`src/rtl/ldo_ctrl_map.svh`:
```
/*
  Offsets, field positions, reset values and timing counts for the
  linear-regulator mode, bias and power-good controller.
  Assumes a 100 MHz aclk and an 8-bit byte address on the register bus.
*/
// Notes on behaviour
// - shared bias is on when any regulator is enabled or force bit set
// - global bias follows the shared regulator bias
// - ramp waits bias turn-on plus regulator turn-on if bias was off
// - two-bit mode per regulator; code 0b10 forces low power alone
// - group mode regulators are low power exactly while global signal high
// - global low-power signal is a control bit or the first general pin
// - sequencer-sourced regulator enabled by sequencer only; mode picks power
// - per-regulator select bit chooses one of two soft-start slew rates
// - the same slew applies to voltage changes while enabled, both ways
// - ramp starts from the existing output voltage, no forced discharge
// - each regulator reports power good, low below regulation threshold
// - power-good filtered so glitches shorter than 25 us are ignored
// - power-good fall sets per-regulator flag, summarised as top-level bit
// - clamp is off whenever the regulator is in low-power mode
// - in normal mode clamp follows its enable bit, reset to enabled
`ifndef LDO_CTRL_MAP_SVH
`define LDO_CTRL_MAP_SVH

`define NUM_REG          9
`define CTRL_OFS         8'h00
`define IRQ_STATUS_OFS   8'h04
`define IRQ_CLEAR_OFS    8'h08
`define IRQ_ENABLE_OFS   8'h0C
`define STATE_OFS        8'h10
`define CFG_BASE_OFS     8'h20
`define CTRL_BIAS_FORCE  0
`define CTRL_GLOBAL_LP   1
`define STATE_TOP_IRQ    16
`define STATE_BIAS_READY 17
`define CFG_RESET        7'h10
`define LP_CODE          2'h2

`define CLK_PERIOD_NS    10
`define BIAS_ON_TIME_NS  2000
`define REG_ON_TIME_NS   1000
`define POK_FILTER_NS    25000
`define BIAS_ON_CYC ((`BIAS_ON_TIME_NS + `CLK_PERIOD_NS - 1) / `CLK_PERIOD_NS)
`define REG_ON_CYC  ((`REG_ON_TIME_NS + `CLK_PERIOD_NS - 1) / `CLK_PERIOD_NS)
`define POK_CYC     ((`POK_FILTER_NS + `CLK_PERIOD_NS - 1) / `CLK_PERIOD_NS)

`endif

```
`src/rtl/ldo_ctrl_pkg.sv`:
```
/*
  Types shared by the regulator controller and its bench.
  Assumes nine regulators, each with one seven-bit configuration word.
*/
package ldo_ctrl_pkg;

  typedef enum logic [1:0] {
    MODE_OFF      = 2'h0,
    MODE_GROUP_LP = 2'h1,
    MODE_FORCE_LP = 2'h2,
    MODE_NORMAL   = 2'h3
  } pwr_mode_t;

  // one configuration word per regulator, bits [6:0]
  typedef struct packed {
    logic [1:0] compensation_select;
    logic       overvoltage_sink_enable;
    logic       soft_start_rate_select;
    logic       regulator_sequencer_source;
    pwr_mode_t  regulator_power_mode_field;
  } reg_cfg_t;

  // drive bundle for one regulator's analog section
  typedef struct packed {
    logic       enable;
    logic       ramp_go;
    logic       low_power;
    logic       fast_slew;
    logic       clamp_en;
    logic [1:0] comp;
  } reg_drive_t;

  typedef enum logic [2:0] {
    BIAS_OFF   = 3'h1,
    BIAS_WARM  = 3'h2,
    BIAS_READY = 3'h4
  } bias_state_t;

endpackage

```
`src/rtl/ldo_mode_bias_pok_control.sv`:
```
/*
  Digital control for nine linear regulators: bias enable, ramp latency,
  power modes, slew select, clamp gating, filtered power good with
  interrupt, and an AXI4-Lite register slave.
  Assumes one 100 MHz clock; sequencer enables come from logic on aclk,
  power-good and the first general pin are asynchronous.
*/
`timescale 1ns/100ps
`include "ldo_ctrl_map.svh"

module ldo_mode_bias_pok_control (
  input  logic                   aclk,
  input  logic                   aresetn,
  input  logic [7:0]             awaddr,
  input  logic                   awvalid,
  output logic                   awready,
  input  logic [31:0]            wdata,
  input  logic [3:0]             wstrb,
  input  logic                   wvalid,
  output logic                   wready,
  output logic [1:0]             bresp,
  output logic                   bvalid,
  input  logic                   bready,
  input  logic [7:0]             araddr,
  input  logic                   arvalid,
  output logic                   arready,
  output logic [31:0]            rdata,
  output logic [1:0]             rresp,
  output logic                   rvalid,
  input  logic                   rready,
  input  logic [8:0]             flexible_power_sequencer,
  input  logic                   first_general_pin,
  input  logic [8:0]             regulator_power_good,
  output ldo_ctrl_pkg::reg_drive_t [8:0] drive,
  output logic                   regulator_bias_en,
  output logic                   global_bias_en,
  output logic                   regulator_top_level_irq
);
  import ldo_ctrl_pkg::*;

  localparam int N = `NUM_REG;
  localparam logic [11:0] BIAS_CYC = 12'(`BIAS_ON_CYC);
  localparam logic [11:0] ON_CYC   = 12'(`REG_ON_CYC);
  localparam logic [11:0] POK_CYC  = 12'(`POK_CYC);

  // regulator index of a config word, or N when not a config offset
  function automatic logic [3:0] cfg_index(input logic [7:0] a);
    logic [7:0] d;
    d = a - `CFG_BASE_OFS;
    if (a >= `CFG_BASE_OFS && a[1:0] == 2'h0 && d[7:2] < 6'(N)) begin
      return d[5:2];
    end
    return 4'(N);
  endfunction

  // byte strobes widened to a bit mask
  function automatic logic [31:0] strb_mask(input logic [3:0] s);
    return {{8{s[3]}}, {8{s[2]}}, {8{s[1]}}, {8{s[0]}}};
  endfunction

  // software-visible state
  logic [1:0]  ctrl_reg;
  logic [8:0]  irq_status_reg;
  logic [8:0]  irq_enable_reg;
  reg_cfg_t    cfg_reg [N];

  // bus capture
  logic        aw_held_reg;
  logic [7:0]  aw_addr_reg;
  logic        w_held_reg;
  logic [31:0] w_data_reg;
  logic [3:0]  w_strb_reg;
  logic        do_write;
  logic [31:0] wmask;
  logic [31:0] rd_word;
  logic        rd_ok;

  // synchronisers and filter
  logic        pin_meta_reg;
  logic        pin_sync_reg;
  logic [8:0]  pok_meta_reg;
  logic [8:0]  pok_sync_reg;
  logic [8:0]  pok_filt_reg;
  logic [11:0] pok_cnt_reg [N];
  logic [8:0]  pok_fall;

  // regulator control
  logic        global_lp;
  logic [8:0]  reg_en;
  logic [8:0]  reg_lp;
  logic        bias_on;
  bias_state_t bias_state_reg;
  bias_state_t bias_state_next;
  logic [11:0] bias_cnt_reg;
  logic [11:0] on_cnt_reg [N];

  assign do_write = aw_held_reg && w_held_reg && !bvalid;
  assign wmask    = strb_mask(w_strb_reg);

  // write address and data are taken independently, in either order
  always_ff @(posedge aclk) begin
    if (!aresetn) begin
      aw_held_reg <= 1'b0;
      aw_addr_reg <= 8'h00;
    end else if (awvalid && awready) begin
      aw_held_reg <= 1'b1;
      aw_addr_reg <= awaddr;
    end else if (do_write) begin
      aw_held_reg <= 1'b0;
    end
  end

  always_ff @(posedge aclk) begin
    if (!aresetn) begin
      w_held_reg <= 1'b0;
      w_data_reg <= 32'h0000_0000;
      w_strb_reg <= 4'h0;
    end else if (wvalid && wready) begin
      w_held_reg <= 1'b1;
      w_data_reg <= wdata;
      w_strb_reg <= wstrb;
    end else if (do_write) begin
      w_held_reg <= 1'b0;
    end
  end

  // ready only while the capture slot is empty
  always_ff @(posedge aclk) begin
    if (!aresetn) begin
      awready <= 1'b0;
      wready  <= 1'b0;
    end else begin
      awready <= !(awvalid && awready) && !aw_held_reg;
      wready  <= !(wvalid && wready) && !w_held_reg;
    end
  end

  // write response; unmapped offsets answer slave error
  always_ff @(posedge aclk) begin
    if (!aresetn) begin
      bvalid <= 1'b0;
      bresp  <= 2'h0;
    end else if (do_write) begin
      bvalid <= 1'b1;
      bresp  <= (aw_addr_reg == `CTRL_OFS || aw_addr_reg == `IRQ_STATUS_OFS
                 || aw_addr_reg == `IRQ_CLEAR_OFS
                 || aw_addr_reg == `IRQ_ENABLE_OFS
                 || aw_addr_reg == `STATE_OFS
                 || cfg_index(aw_addr_reg) != 4'(N)) ? 2'h0 : 2'h2;
    end else if (bready) begin
      bvalid <= 1'b0;
    end
  end

  // control bits: bias force and global low power
  always_ff @(posedge aclk) begin
    if (!aresetn) begin
      ctrl_reg <= 2'h0;
    end else if (do_write && aw_addr_reg == `CTRL_OFS) begin
      ctrl_reg <= (ctrl_reg & ~wmask[1:0]) | (w_data_reg[1:0] & wmask[1:0]);
    end
  end

  // interrupt enables
  always_ff @(posedge aclk) begin
    if (!aresetn) begin
      irq_enable_reg <= 9'h000;
    end else if (do_write && aw_addr_reg == `IRQ_ENABLE_OFS) begin
      irq_enable_reg <= (irq_enable_reg & ~wmask[8:0])
                        | (w_data_reg[8:0] & wmask[8:0]);
    end
  end

  // sticky flags; a fall in the clearing cycle still lands
  always_ff @(posedge aclk) begin
    if (!aresetn) begin
      irq_status_reg <= 9'h000;
    end else if (do_write && aw_addr_reg == `IRQ_CLEAR_OFS) begin
      irq_status_reg <= (irq_status_reg & ~(w_data_reg[8:0] & wmask[8:0]))
                        | pok_fall;
    end else begin
      irq_status_reg <= irq_status_reg | pok_fall;
    end
  end

  // level interrupt from the unmasked flags
  always_ff @(posedge aclk) begin
    if (!aresetn) begin
      regulator_top_level_irq <= 1'b0;
    end else begin
      regulator_top_level_irq <= |(irq_status_reg & irq_enable_reg);
    end
  end

  // read mux
  always_comb begin
    rd_word = 32'h0000_0000;
    rd_ok   = 1'b1;
    if (araddr == `CTRL_OFS) begin
      rd_word[1:0] = ctrl_reg;
    end else if (araddr == `IRQ_STATUS_OFS) begin
      rd_word[8:0] = irq_status_reg;
    end else if (araddr == `IRQ_CLEAR_OFS) begin
      rd_word = 32'h0000_0000; // write-only, reads zero
    end else if (araddr == `IRQ_ENABLE_OFS) begin
      rd_word[8:0] = irq_enable_reg;
    end else if (araddr == `STATE_OFS) begin
      rd_word[8:0]                = pok_filt_reg;
      rd_word[`STATE_TOP_IRQ]     = regulator_top_level_irq;
      rd_word[`STATE_BIAS_READY]  = (bias_state_reg == BIAS_READY);
    end else if (cfg_index(araddr) != 4'(N)) begin
      rd_word[6:0] = cfg_reg[cfg_index(araddr)];
    end else begin
      rd_ok = 1'b0;
    end
  end

  // read channel, one outstanding read
  always_ff @(posedge aclk) begin
    if (!aresetn) begin
      arready <= 1'b0;
      rvalid  <= 1'b0;
      rdata   <= 32'h0000_0000;
      rresp   <= 2'h0;
    end else if (arvalid && arready) begin
      arready <= 1'b0;
      rvalid  <= 1'b1;
      rdata   <= rd_word;
      rresp   <= rd_ok ? 2'h0 : 2'h2;
    end else if (rvalid) begin
      rvalid  <= !rready;
      arready <= rready;
    end else begin
      arready <= 1'b1;
    end
  end

  // general pin crosses in through two flops
  always_ff @(posedge aclk) begin
    if (!aresetn) begin
      pin_meta_reg <= 1'b0;
      pin_sync_reg <= 1'b0;
      pok_meta_reg <= 9'h000;
      pok_sync_reg <= 9'h000;
    end else begin
      pin_meta_reg <= first_general_pin;
      pin_sync_reg <= pin_meta_reg;
      pok_meta_reg <= regulator_power_good;
      pok_sync_reg <= pok_meta_reg;
    end
  end

  assign global_lp = ctrl_reg[`CTRL_GLOBAL_LP] | pin_sync_reg;
  assign bias_on   = |reg_en | ctrl_reg[`CTRL_BIAS_FORCE];

  // shared bias warm-up tracking
  always_comb begin
    bias_state_next = bias_state_reg;
    unique case (bias_state_reg)
      BIAS_OFF: begin
        if (bias_on) begin
          bias_state_next = BIAS_WARM;
        end
      end
      BIAS_WARM: begin
        if (!bias_on) begin
          bias_state_next = BIAS_OFF;
        end else if (bias_cnt_reg >= BIAS_CYC - 12'h001) begin
          bias_state_next = BIAS_READY;
        end
      end
      BIAS_READY: begin
        if (!bias_on) begin
          bias_state_next = BIAS_OFF;
        end
      end
      default: bias_state_next = BIAS_OFF;
    endcase
  end

  always_ff @(posedge aclk) begin
    if (!aresetn) begin
      bias_state_reg <= BIAS_OFF;
      bias_cnt_reg   <= 12'h000;
    end else begin
      bias_state_reg <= bias_state_next;
      bias_cnt_reg   <= (bias_state_reg == BIAS_WARM)
                        ? bias_cnt_reg + 12'h001 : 12'h000;
    end
  end

  // bias enables: global bias rides on the shared bias
  always_ff @(posedge aclk) begin
    if (!aresetn) begin
      regulator_bias_en <= 1'b0;
      global_bias_en    <= 1'b0;
    end else begin
      regulator_bias_en <= bias_on;
      global_bias_en    <= bias_on;
    end
  end

  // per-regulator config, filter, latency and drive
  genvar i;
  generate
    for (i = 0; i < N; i++) begin : g_reg
      // compensation is stored as written; changing it live is host's risk
      always_ff @(posedge aclk) begin
        if (!aresetn) begin
          cfg_reg[i] <= reg_cfg_t'(`CFG_RESET);
        end else if (do_write && cfg_index(aw_addr_reg) == 4'(i)) begin
          cfg_reg[i] <= reg_cfg_t'((cfg_reg[i] & ~wmask[6:0])
                                   | (w_data_reg[6:0] & wmask[6:0]));
        end
      end

      // sequencer overrides the software enable
      assign reg_en[i] = cfg_reg[i].regulator_sequencer_source
        ? flexible_power_sequencer[i]
        : (cfg_reg[i].regulator_power_mode_field != MODE_OFF);
      assign reg_lp[i] =
        (cfg_reg[i].regulator_power_mode_field == MODE_FORCE_LP)
        || (cfg_reg[i].regulator_power_mode_field == MODE_GROUP_LP
            && global_lp);

      // change must hold the full window before it is accepted
      always_ff @(posedge aclk) begin
        if (!aresetn) begin
          pok_cnt_reg[i]  <= 12'h000;
          pok_filt_reg[i] <= 1'b0;
        end else if (pok_sync_reg[i] == pok_filt_reg[i]) begin
          pok_cnt_reg[i]  <= 12'h000;
        end else if (pok_cnt_reg[i] >= POK_CYC - 12'h001) begin
          pok_cnt_reg[i]  <= 12'h000;
          pok_filt_reg[i] <= pok_sync_reg[i];
        end else begin
          pok_cnt_reg[i]  <= pok_cnt_reg[i] + 12'h001;
        end
      end

      assign pok_fall[i] = pok_filt_reg[i] && !pok_sync_reg[i]
                           && pok_cnt_reg[i] >= POK_CYC - 12'h001;

      // turn-on delay runs only once the bias is ready
      always_ff @(posedge aclk) begin
        if (!aresetn) begin
          on_cnt_reg[i] <= 12'h000;
        end else if (!reg_en[i]) begin
          on_cnt_reg[i] <= 12'h000;
        end else if (bias_state_reg == BIAS_READY && on_cnt_reg[i] < ON_CYC) begin
          on_cnt_reg[i] <= on_cnt_reg[i] + 12'h001;
        end
      end

      // ramp_go only releases the ramp; no discharge ever precedes it
      always_ff @(posedge aclk) begin
        if (!aresetn) begin
          drive[i] <= '0;
        end else begin
          drive[i].enable    <= reg_en[i];
          drive[i].ramp_go   <= reg_en[i] && on_cnt_reg[i] == ON_CYC;
          drive[i].low_power <= reg_lp[i];
          drive[i].fast_slew <= cfg_reg[i].soft_start_rate_select;
          drive[i].clamp_en  <= !reg_lp[i]
            && cfg_reg[i].overvoltage_sink_enable;
          drive[i].comp      <= cfg_reg[i].compensation_select;
        end
      end
    end
  endgenerate

endmodule

```
`config.mk`:
```
export PLATFORM = sky130hd
export DESIGN_NAME = ldo_mode_bias_pok_control
export DESIGN_NICKNAME = d
export VERILOG_FILES = /design/src/rtl/ldo_ctrl_pkg.sv /design/src/rtl/ldo_mode_bias_pok_control.sv
export VERILOG_INCLUDE_DIRS = /design/src /design/src/rtl
export SDC_FILE = /design/constraint.sdc
export NUM_CORES = 1
export LEC_CHECK = 0
export BUFFER_PORTS_ARGS = -buffer_cell sky130_fd_sc_hd__buf_4
export CORE_MARGIN = 1.5
export CORE_UTILIZATION = 50
export CTS_CLUSTER_SIZE = 30
export DETAILED_ROUTE_END_ITERATION = 7
export PLACE_DENSITY = 0.69
export SLEW_MARGIN = 20
export SYNTH_ARGS = -nofsm -noshare
export SYNTH_HDL_FRONTEND = slang
export SYNTH_SLANG_ARGS = --single-unit
```
`constraint.sdc`:
```
create_clock -name aclk -period 2.64 [get_ports aclk]
set_input_delay 0.132 -clock aclk [delete_from_list [all_inputs] [get_ports aclk]]
set_output_delay 0.132 -clock aclk [all_outputs]
set_load 0.005 [all_outputs]
```
==> results of run 1 <==
cell usage in the layout (no fill, tap or decap), drive strengths merged, types with 9 or more instances in the layout:
| cell | synthesis | routed |
|---|---|---|
| xor2 | 73 | 73 |
| dfxtp | 168 | 168 |
| edfxtp | 279 | 279 |
| a31oi | 10 | 10 |
| clkbuf | 50 | 73 |
| and2 | 56 | 56 |
| conb | 2 | 176 |
| nor2 | 305 | 305 |
| or3 | 16 | 16 |
| a21oi | 116 | 116 |
| dlygate4sd3 | 0 | 38 |
| ha | 39 | 39 |
| clkinv | 1 | 13 |
| o211ai | 11 | 11 |
| nor4 | 14 | 14 |
| o2111ai | 10 | 10 |
| inv | 82 | 82 |
| buf | 37 | 169 |
| mux2i | 38 | 38 |
| o31ai | 9 | 9 |
| o21ai | 30 | 30 |
| nand3 | 82 | 82 |
| xnor2 | 65 | 65 |
| and3 | 69 | 69 |
| nand2b | 61 | 61 |
| nand2 | 145 | 145 |
| nand4 | 16 | 16 |
| nor3 | 35 | 35 |
| a22oi | 14 | 14 |
kinds of logic (layout without fill, tap and decap cells):
| kind of cell | count (synthesis) | in the layout | share of synthesized area |
|---|---|---|---|
| compound gates | 259 | 259 | 0.08020 |
| xor+xnor | 138 | 138 | 0.05937 |
| fa+ha+maj | 39 | 39 | 0.02397 |
| buf+inv | 170 | 376 | 0.03724 |
| flops | 447 | 447 | 0.5767 |
| mux | 44 | 44 | 0.02200 |
| other cells | 2 | 177 | 0.0003689 |
| simple gates | 838 | 838 | 0.2002 |
final cells by class:
| class | instances | area, sq um |
|---|---|---|
| Antenna cell | 1 | 2.502 |
| Tap cell | 525 | 656.9 |
| Fill cell | 3317 | 15470 |
| Sequential cell | 447 | 11740 |
| Clock buffer | 73 | 1448 |
| Clock inverter | 13 | 95.09 |
| Inverter | 83 | 311.5 |
| Timing Repair Buffer | 207 | 1674 |
| Multi-Input combinational cell | 1494 | 8518 |
layer usage:
| layer | vias up | part of all wire | track usage |
|---|---|---|---|
| met5 | - | 0.00015 | 0 |
| met4 | 2 | 0.029 | 0.07484 |
| met3 | 92 | 0.063 | 0.03452 |
| met2 | 483 | 0.46 | 0.3675 |
| met1 | 7090 | 0.44 | 0.3114 |
| li1 | 7291 | - | - |
worst max-delay path by stage:
stage                    from            end  slack (ns)  depth (start not counted)
2_1_floorplan  aw_addr_reg[5]  cfg_reg[7][0]        0.34                          7
3_3_place_gp        araddr[5]       rdata[3]        0.31                          9
3_5_place_dp   aw_addr_reg[5]  cfg_reg[8][5]        0.24                          7
4_1_cts        aw_addr_reg[5]  cfg_reg[8][5]        0.21                          7
5_1_grt        aw_addr_reg[5]  cfg_reg[8][5]       0.001                          7
6_report       aw_addr_reg[5]  cfg_reg[8][5]        0.18                          7
worst max-delay path, cell delays in order, from the launching register on:
cell and delay (ns):
dfxtp_1 0.39, inv_1 0.12, ha_1 0.22, or2_0 0.20, o21ai_0 0.19, and4_1 0.33, and3_1 0.33, nand2b_1 0.35
power by group through the flow:
stage / sequential [mW] / combinational, mW / clock [mW]
detailed placement: 8.07 / 0.827 / 0
global route: 7.95 / 0.989 / 6.92
global placement: 8.05 / 0.813 / 0
CTS: 7.92 / 0.878 / 6.66
finish: 7.92 / 0.886 / 6.53
floorplan: 7.99 / 0.564 / 0
cells in the mapped netlist (9+ instances only):
master     count
o21ai_0       30
o2111ai_1      9
inv_1         82
edfxtp_1     279
nand3_1       82
and2_1        56
or3_1         14
nor2_1       304
nand2_1      145
a22oi_1       14
and3_1        68
a31oi_1       10
nor3_1        33
nand2b_1      61
xnor2_1       65
xor2_1        73
a21oi_1      116
o211ai_1      11
nor4_1        13
buf_4         24
ha_1          39
clkbuf_1      49
dfxtp_1      168
nand4_1       15
mux2i_1       38
per-stage QoR:
| step | util | hold slack [ns] |
|---|---|---|
| finish | 0.6125 | 0.03419 |
| global route | 0.6125 | 0.04520 |
| CTS | 0.6123 | 0.01394 |
| detailed placement | 0.5641 | 0.3491 |
| global placement | 0.5641 | 0.3421 |
| floorplan | - | 0.2593 |
what timing repair did:
item                                    in CTS  in global routing
endpoints found under the setup margin       0                  8
hold endpoints to repair                    44                  0
resized for setup                            0                  1
hold buffers                                38                  0
==> flow_summary.yaml, run 1 <==
yosys:
  synthTopCellsByArea: "edfxtp_1 41%, dfxtp_1 17%, nor2_1 5.6%"
  ys_ff_latch: 447
  ys_types: 73
  synth_warnings: 0
  synth_edf_count: 279
  synth.largest_area_cell: "edfxtp_1"
  synthArstFlopShare: 0
  netlist_instances: 1937
  netlist.area_leader.share: 0.4115
  syn-cell-area_sq_mm: 0.02036
  syn_avg_cell_area_sq_um: 10.51
  synth-seq-area-share: 0.5767
  postSynth.topFlopCell: "edfxtp_1"
floorplanning:
  die_h_um: 204.8
  ios: 185
  core-area_sq_mm: 0.03991
  num_rows: 73
  fp.dieW_um: 204.8
  die-area_sq_mm: 0.04194
  initial_utilization: 0.5101
clock_network:
  root_buffer: "clkbuf_16"
  cts_setup_buffers: 0
  clock_sinks: 447
  path_clk_slew_ns: 0.06
  clk_latency_ns: 0.57
  cts_tree: "yes"
  clockBufferDepth: 3
  htree_levels: 2
  cts_buffers: 47
route:
  routed_via_density: 5.261
  drtIter0Drc: 1276
  ant_nets: 0
  drc: 0
  wl_per_cell_um: 16.61
  via_count: 14960
  first_pass_iters: 5
  wl_mm: 47.21
sta:
  fin_crit_sh: 0.9307
  setup_slack_ns: 0.1830
  slew-limit-headroom: 0.4654
  setup_viol: 0
  setup-tns-final_ns: 0
  fin_crit_ns: 2.457
  worst_slew_pin_slew_ns: 0.7916
  rsz0062_at_grt: "no"
  hold_viol: 0
  fmax_ghz: 0.4070
  slew_violations: 0
  worst_clock_skew_ns: 0.01437
power_and_ir_drop:
  p_seq_frac: 0.516
  comb_power_share: 0.058
  p_switching_mw: 3.397
  vdd_drop_max_mv: 0.4105
  intPower_mw: 11.94
  switching_share: 0.2215
  powerDensity_mw_per_mm2: 627.3
  p_total_mw: 15.34
  clkPwrFrac: 0.426
  p_leak_nw: 9.586
layout:
  final_area_sq_mm: 0.02445
  drive_gt1_frac: 0.1144
  final_nets: 2397
  areaGrowthSynthToFinish_pct: 20.08
  finalNonFillerCells: 2843
global_routing:
  grt_pass1_wl_mm: 74.77
  grt_max_degree: 80
  grt_pass1_vias: 14330
  antenna_found_initial: 2
  gr-total-overflow: 0
  grt_usage: 0.2268
critical_path:
  r2r_slack_ns: 0.18
  worstSetupPathType: "reg2reg"
  r2r_start: "aw_addr_reg[5]"
  arrival_ns: 2.68
  critPathLaunchType: "register"
  reg2reg_depth: 7
  r2r_end: "cfg_reg[8][5]"
  worstPathRequired_ns: 2.87
  cp-end-kind: "register"
  cp_max_fo: 7
run_status:
  status: "finished, final reports clean"
worst_hold_path:
  whs_endpoint: "rdata[2]"
  holdCritStartpoint: "araddr[4]"
  hold_class: "in2reg"
  holdPathStages: 3
run:
  drv_cap: 0
place:
  placed_area_sq_mm: 0.02252
  numPortBuffers: 136
  dp_hpwl_mm: 33.41
  pre_cts_ws_ns: 0.2363
  placedCellCount: 2718
  gp_congestion: 0.9138
No activity file was read; power rests on OpenSTA's default activity.
==> run 2, diff against run 1 <==
- CORE_MARGIN: 1.5 -> 10
- CORE_UTILIZATION: 50 -> 37
- GPL_ROUTABILITY_DRIVEN: unset -> 1
- PLACE_DENSITY: 0.69 -> unset
==> flow_summary.yaml, run 2 (synthesized netlist as in run 1, its figures left out) <==
run:
  drv_cap: 0
critical_path:
  reg2reg_depth: 7
  arrival_ns: 2.69
  cp-end-kind: "register"
  path_buf_inv: 1
  critPathLaunchType: "register"
  cp_num_cells: 7
  worst_path_largest_cell_delay_ns: 0.39
  worstSetupPathType: "reg2reg"
  cp_top_family: "simple AND/OR/NAND/NOR gates"
  cp_max_fo: 7
  critPathSlowestCell: "dfxtp_1"
  path_cells: "inv_1 -> ha_1 -> or2_0 -> o21ai_0 -> and4_1 -> and3_1 -> nand2b_1"
  worstPathRequired_ns: 2.87
power_and_ir_drop:
  p_seq_frac: 0.513
  p_switching_mw: 3.495
  vdd_drop_max_mv: 0.4576
  comb_power_share: 0.058
  clkPwrFrac: 0.428
  powerDensity_mw_per_mm2: 625.2
  intPower_mw: 11.93
  switching_share: 0.2265
  p_leak_nw: 9.590
sta:
  hold_viol: 0
  slew_violations: 0
  setup-tns-final_ns: 0
  fin_crit_ns: 2.458
  worst_clock_skew_ns: 0.02875
  slew-limit-headroom: 0.4057
  worst_slew_pin_slew_ns: 0.8875
  rsz0062_at_grt: "no"
  fmax_ghz: 0.4069
  setup_viol: 0
  fin_crit_sh: 0.9309
run_status:
  status: "finished, final reports clean"
clock_network:
  htree_levels: 2
  path_clk_slew_ns: 0.06
  clock_sinks: 447
  cts_buffers: 49
  cts_setup_buffers: 0
  cts_tree: "yes"
  cts.repair.resized: 0
  clockBufferDepth: 3
  clk_latency_ns: 0.59
  root_buffer: "clkbuf_16"
global_routing:
  grt_max_degree: 80
  grt_usage: 0.1560
  gr-total-overflow: 0
  antenna_found_initial: 4
  grt_pass1_vias: 14510
  grt_pass1_wl_mm: 79.64
floorplanning:
  die-area_sq_mm: 0.06481
  num_rows: 85
  initial_utilization: 0.3761
  core-area_sq_mm: 0.05413
  ios: 185
  die_h_um: 254.6
  fp.dieW_um: 254.6
layout:
  final_common_cell: "nor2_1"
  final_area_sq_mm: 0.02468
  areaGrowthSynthToFinish_pct: 21.21
  drive_gt1_frac: 0.1131
  mostFrequentLayoutCells: "304 x nor2_1, 279 x edfxtp_1, 176 x conb_1, 170 x buf_4, 167 x dfxtp_1"
  final_nets: 2402
route:
  routed_via_density: 4.898
  first_pass_iters: 5
  drtIter0Drc: 1135
  wl_per_cell_um: 16.90
  ant_nets: 0
  drc: 0
  wl_mm: 51.11
  via_count: 14820
worst_hold_path:
  holdPathStages: 3
  hold_class: "in2reg"
place:
  gp_congestion: 0.9022
  dp_hpwl_mm: 37.26
  numPortBuffers: 136
  placed_area_sq_mm: 0.02273
## run 2: cell type report
| cell class | count | area (sq um) |
|---|---|---|
| fillers | 5052 | 29450 |
| flip-flops and latches | 447 | 11740 |
| multi-input cells | 1494 | 8513 |
| repair buffers | 210 | 1687 |
| clock buffers | 74 | 1401 |
| well taps | 696 | 870.8 |
| inverters | 83 | 311.5 |
| clock inverters | 17 | 142.6 |
| diodes | 4 | 10.01 |
## run 2: path summary, 6_finish.rpt
path / start / slack, ns / to
setup reg to reg: aw_addr_reg[5] / 0.18 / cfg_reg[8][2]
hold reg to reg: pok_meta_reg[1] / 0.43 / pok_sync_reg[1]
setup / recovery: aw_addr_reg[5] / 0.18 / cfg_reg[8][2]
hold / removal: flexible_power_sequencer[6] / 0.03 / drive[48]
## run 2: through the flow
step	setup slack [ns]	power [mW]	hold slack, ns	utilization	instances
2_1_floorplan	0.3430	8.552	0.2593	-	2111
3_3_place_gp	0.2360	8.884	0.3454	0.4200	2891
3_5_place_dp	0.1917	8.912	0.3477	0.4200	2891
4_1_cts	0.1979	15.60	0.01395	0.4557	3021
5_1_grt	0.004542	16.02	0.05061	0.4557	3021
6_report	0.1825	15.43	0.02664	0.4559	3025
## run 2: worst reg2reg max path, delay by kind of cell (launching register included)
family,cells,cell delay [ns]
AOI/OAI and AO/OA,1,0.21
adders and majority gates,1,0.22
buffers and inverters,1,0.12
DFF,1,0.39
and+or+nand+nor,4,1.17
## run 2: timing repair
| item | 4_1_cts | 5_1_grt |
|---|---|---|
| endpoints found under the setup margin | 0 | 0 |
| hold buffers | 39 | 0 |
| endpoints found under the hold margin | 41 | 0 |
## run 2: power by group through the flow
stage / combinational, mW / clock (mW) / sequential, mW
floorplan: 0.564 / 0 / 7.99
global placement: 0.833 / 0 / 8.05
CTS: 0.896 / 6.78 / 7.92
finish: 0.899 / 6.61 / 7.92
global route: 1.01 / 7.05 / 7.96
detailed placement: 0.844 / 0 / 8.07
## run 2: layer usage
layer / global-route usage / wire [um]
met5: 0 / 10
met2: 0.2370 / 22280
met4: 0.05610 / 1541
met3: 0.03726 / 3657
met1: 0.2133 / 23620
==> run 3, diff against run 2 <==
==> constraint.sdc (replaced) <==
create_clock -name aclk -period 2.64 [get_ports aclk]
set_input_delay 0.264 -clock aclk [delete_from_list [all_inputs] [get_ports aclk]]
set_output_delay 0.264 -clock aclk [all_outputs]
set_load 0.005 [all_outputs]
==> flow_summary.yaml, run 3 (synthesized netlist as in run 1, its figures left out) <==
sta:
  fin_crit_sh: 0.9505
  fin_crit_ns: 2.509
  fmax_ghz: 0.3985
  setup-tns-final_ns: 0
  setup_viol: 0
  slew_violations: 0
  worst_clock_skew_ns: 0.01688
  rsz0062_at_grt: "no"
  slew-limit-headroom: 0.4472
  hold_viol: 0
  setup_slack_ns: 0.1307
  worst_slew_pin_slew_ns: 0.8255
run:
  drv_cap: 0
layout:
  multiInputGateArea_sq_mm: 0.008514
  drive_gt1_frac: 0.1168
  final_area_sq_mm: 0.02466
  final_nets: 2397
  mostFrequentLayoutCells: "304 x nor2_1, 279 x edfxtp_1, 176 x conb_1, 174 x buf_4, 167 x dfxtp_1"
  antenna_cells: 0
  fillers: 5065
  areaGrowthSynthToFinish_pct: 21.13
  regArea_sq_mm: 0.01174
  final_common_cell: "nor2_1"
  finalNonFillerCells: 3016
critical_path:
  cp-end-kind: "register"
  worstSetupPathType: "reg2reg"
  cp_max_fo: 7
  arrival_ns: 2.75
  r2r_start: "aw_addr_reg[5]"
  critPathLaunchType: "register"
  r2r_end: "cfg_reg[8][5]"
  reg2reg_depth: 7
  worstPathRequired_ns: 2.88
  r2r_slack_ns: 0.13
clock_network:
  cts_setup_buffers: 0
  cts_tree: "yes"
  clk_latency_ns: 0.59
  path_clk_slew_ns: 0.06
  clockBufferDepth: 3
  clock_sinks: 447
  htree_levels: 2
  root_buffer: "clkbuf_16"
  cts_buffers: 48
route:
  drc: 0
  wl_met1_mm: 23.46
  routed_via_density: 4.922
  highest_layer: "met5"
  wl_met2_mm: 22.98
  first_pass_iters: 6
  ant_nets: 0
  wl_mm: 51.24
  wl_per_cell_um: 16.99
  drtIter0Drc: 1191
  wl_met3_mm: 3.700
  via_count: 14850
floorplanning:
  fp.dieW_um: 254.6
  num_rows: 85
  die-area_sq_mm: 0.06481
  core-area_sq_mm: 0.05413
  ios: 185
  die_h_um: 254.6
  initial_utilization: 0.3761
global_routing:
  grt_max_degree: 80
  gr-total-overflow: 0
  grt_pass1_wl_mm: 79.30
  antenna_found_initial: 1
  grt_usage: 0.1549
  grt_pass1_vias: 14460
worst_hold_path:
  holdPathStages: 2
  hold_class: "in2reg"
  holdCritStartpoint: "aresetn"
  whs_endpoint: "drive[38]"
place:
  placed_area_sq_mm: 0.02276
  gp_congestion: 0.8683
  placedCellCount: 2895
  pre_cts_ws_ns: 0.05550
  dp_hpwl_mm: 37.24
  numPortBuffers: 136
run_status:
  status: "finished, final reports clean"
power_and_ir_drop:
  vdd_drop_max_mv: 0.5611
  powerDensity_mw_per_mm2: 630.5
  p_leak_nw: 9.587
[run 3: cell count changes in the layout (fill, tap and decap cells not counted), sizes merged, moves of 2 or more]
cell	previous run	this run
clkinv	14	12
diode	4	0
dlygate4sd3	39	31
buf	171	175
inv	84	86
[run 3: layer usage]
metal,track usage,up-vias
met5,0,-
met4,0.04454,2
met3,0.03939,70
met2,0.2427,413
met1,0.2084,7060
li1,-,7300
[run 3: repair_timing]
action / 4_1_cts / 5_1_grt
hold endpoints to repair: 31 / 0
resized for setup: 0 / 1
hold buffers: 31 / 0
endpoints found under the setup margin: 0 / 5
[run 3: worst max-delay path by stage]
stage / from / depth (start not counted) / to
3_5_place_dp: araddr[5] / 8 / rdata[6]
6_report: aw_addr_reg[5] / 7 / cfg_reg[8][5]
3_3_place_gp: araddr[5] / 8 / rdata[6]
2_1_floorplan: araddr[5] / 9 / rdata[6]
5_1_grt: aw_addr_reg[5] / 7 / cfg_reg[8][5]
4_1_cts: aw_addr_reg[5] / 9 / cfg_reg[5][3]
[run 3: worst max-delay path: stages, from the launching register on]
cell	delay, ns
dfxtp_1	0.39
inv_1	0.12
ha_1	0.22
or2_0	0.19
o21ai_0	0.20
and4_1	0.32
and3_1	0.35
nand2b_1	0.37
[run 3: final cells by class]
class	count	share of cell area
Clock inverter	17	0.005835
Tap cell	696	0.03531
Clock buffer	73	0.05845
Multi-Input combinational cell	1494	0.3453
Timing Repair Buffer	206	0.06636
Inverter	83	0.01263
Sequential cell	447	0.4762
[run 3: power by group]
group          internal [mW]  switching, mW  leakage (nW)
Clock                   3.90           2.83         0.777
Sequential              7.69          0.225          4.27
Combinational          0.377          0.518          4.54
Total                   12.0           3.58          9.59
[run 3: stage by stage]
step | hold slack [ns] | total power, mW | utilization
after floorplan | 0.3913 | 8.552 | -
after global placement | 0.4152 | 8.887 | 0.4205
after detailed placement | 0.4196 | 8.918 | 0.4205
after CTS | 0.08430 | 15.72 | 0.4555
after global routing | 0.1072 | 16.13 | 0.4556
final | 0.1233 | 15.55 | 0.4556
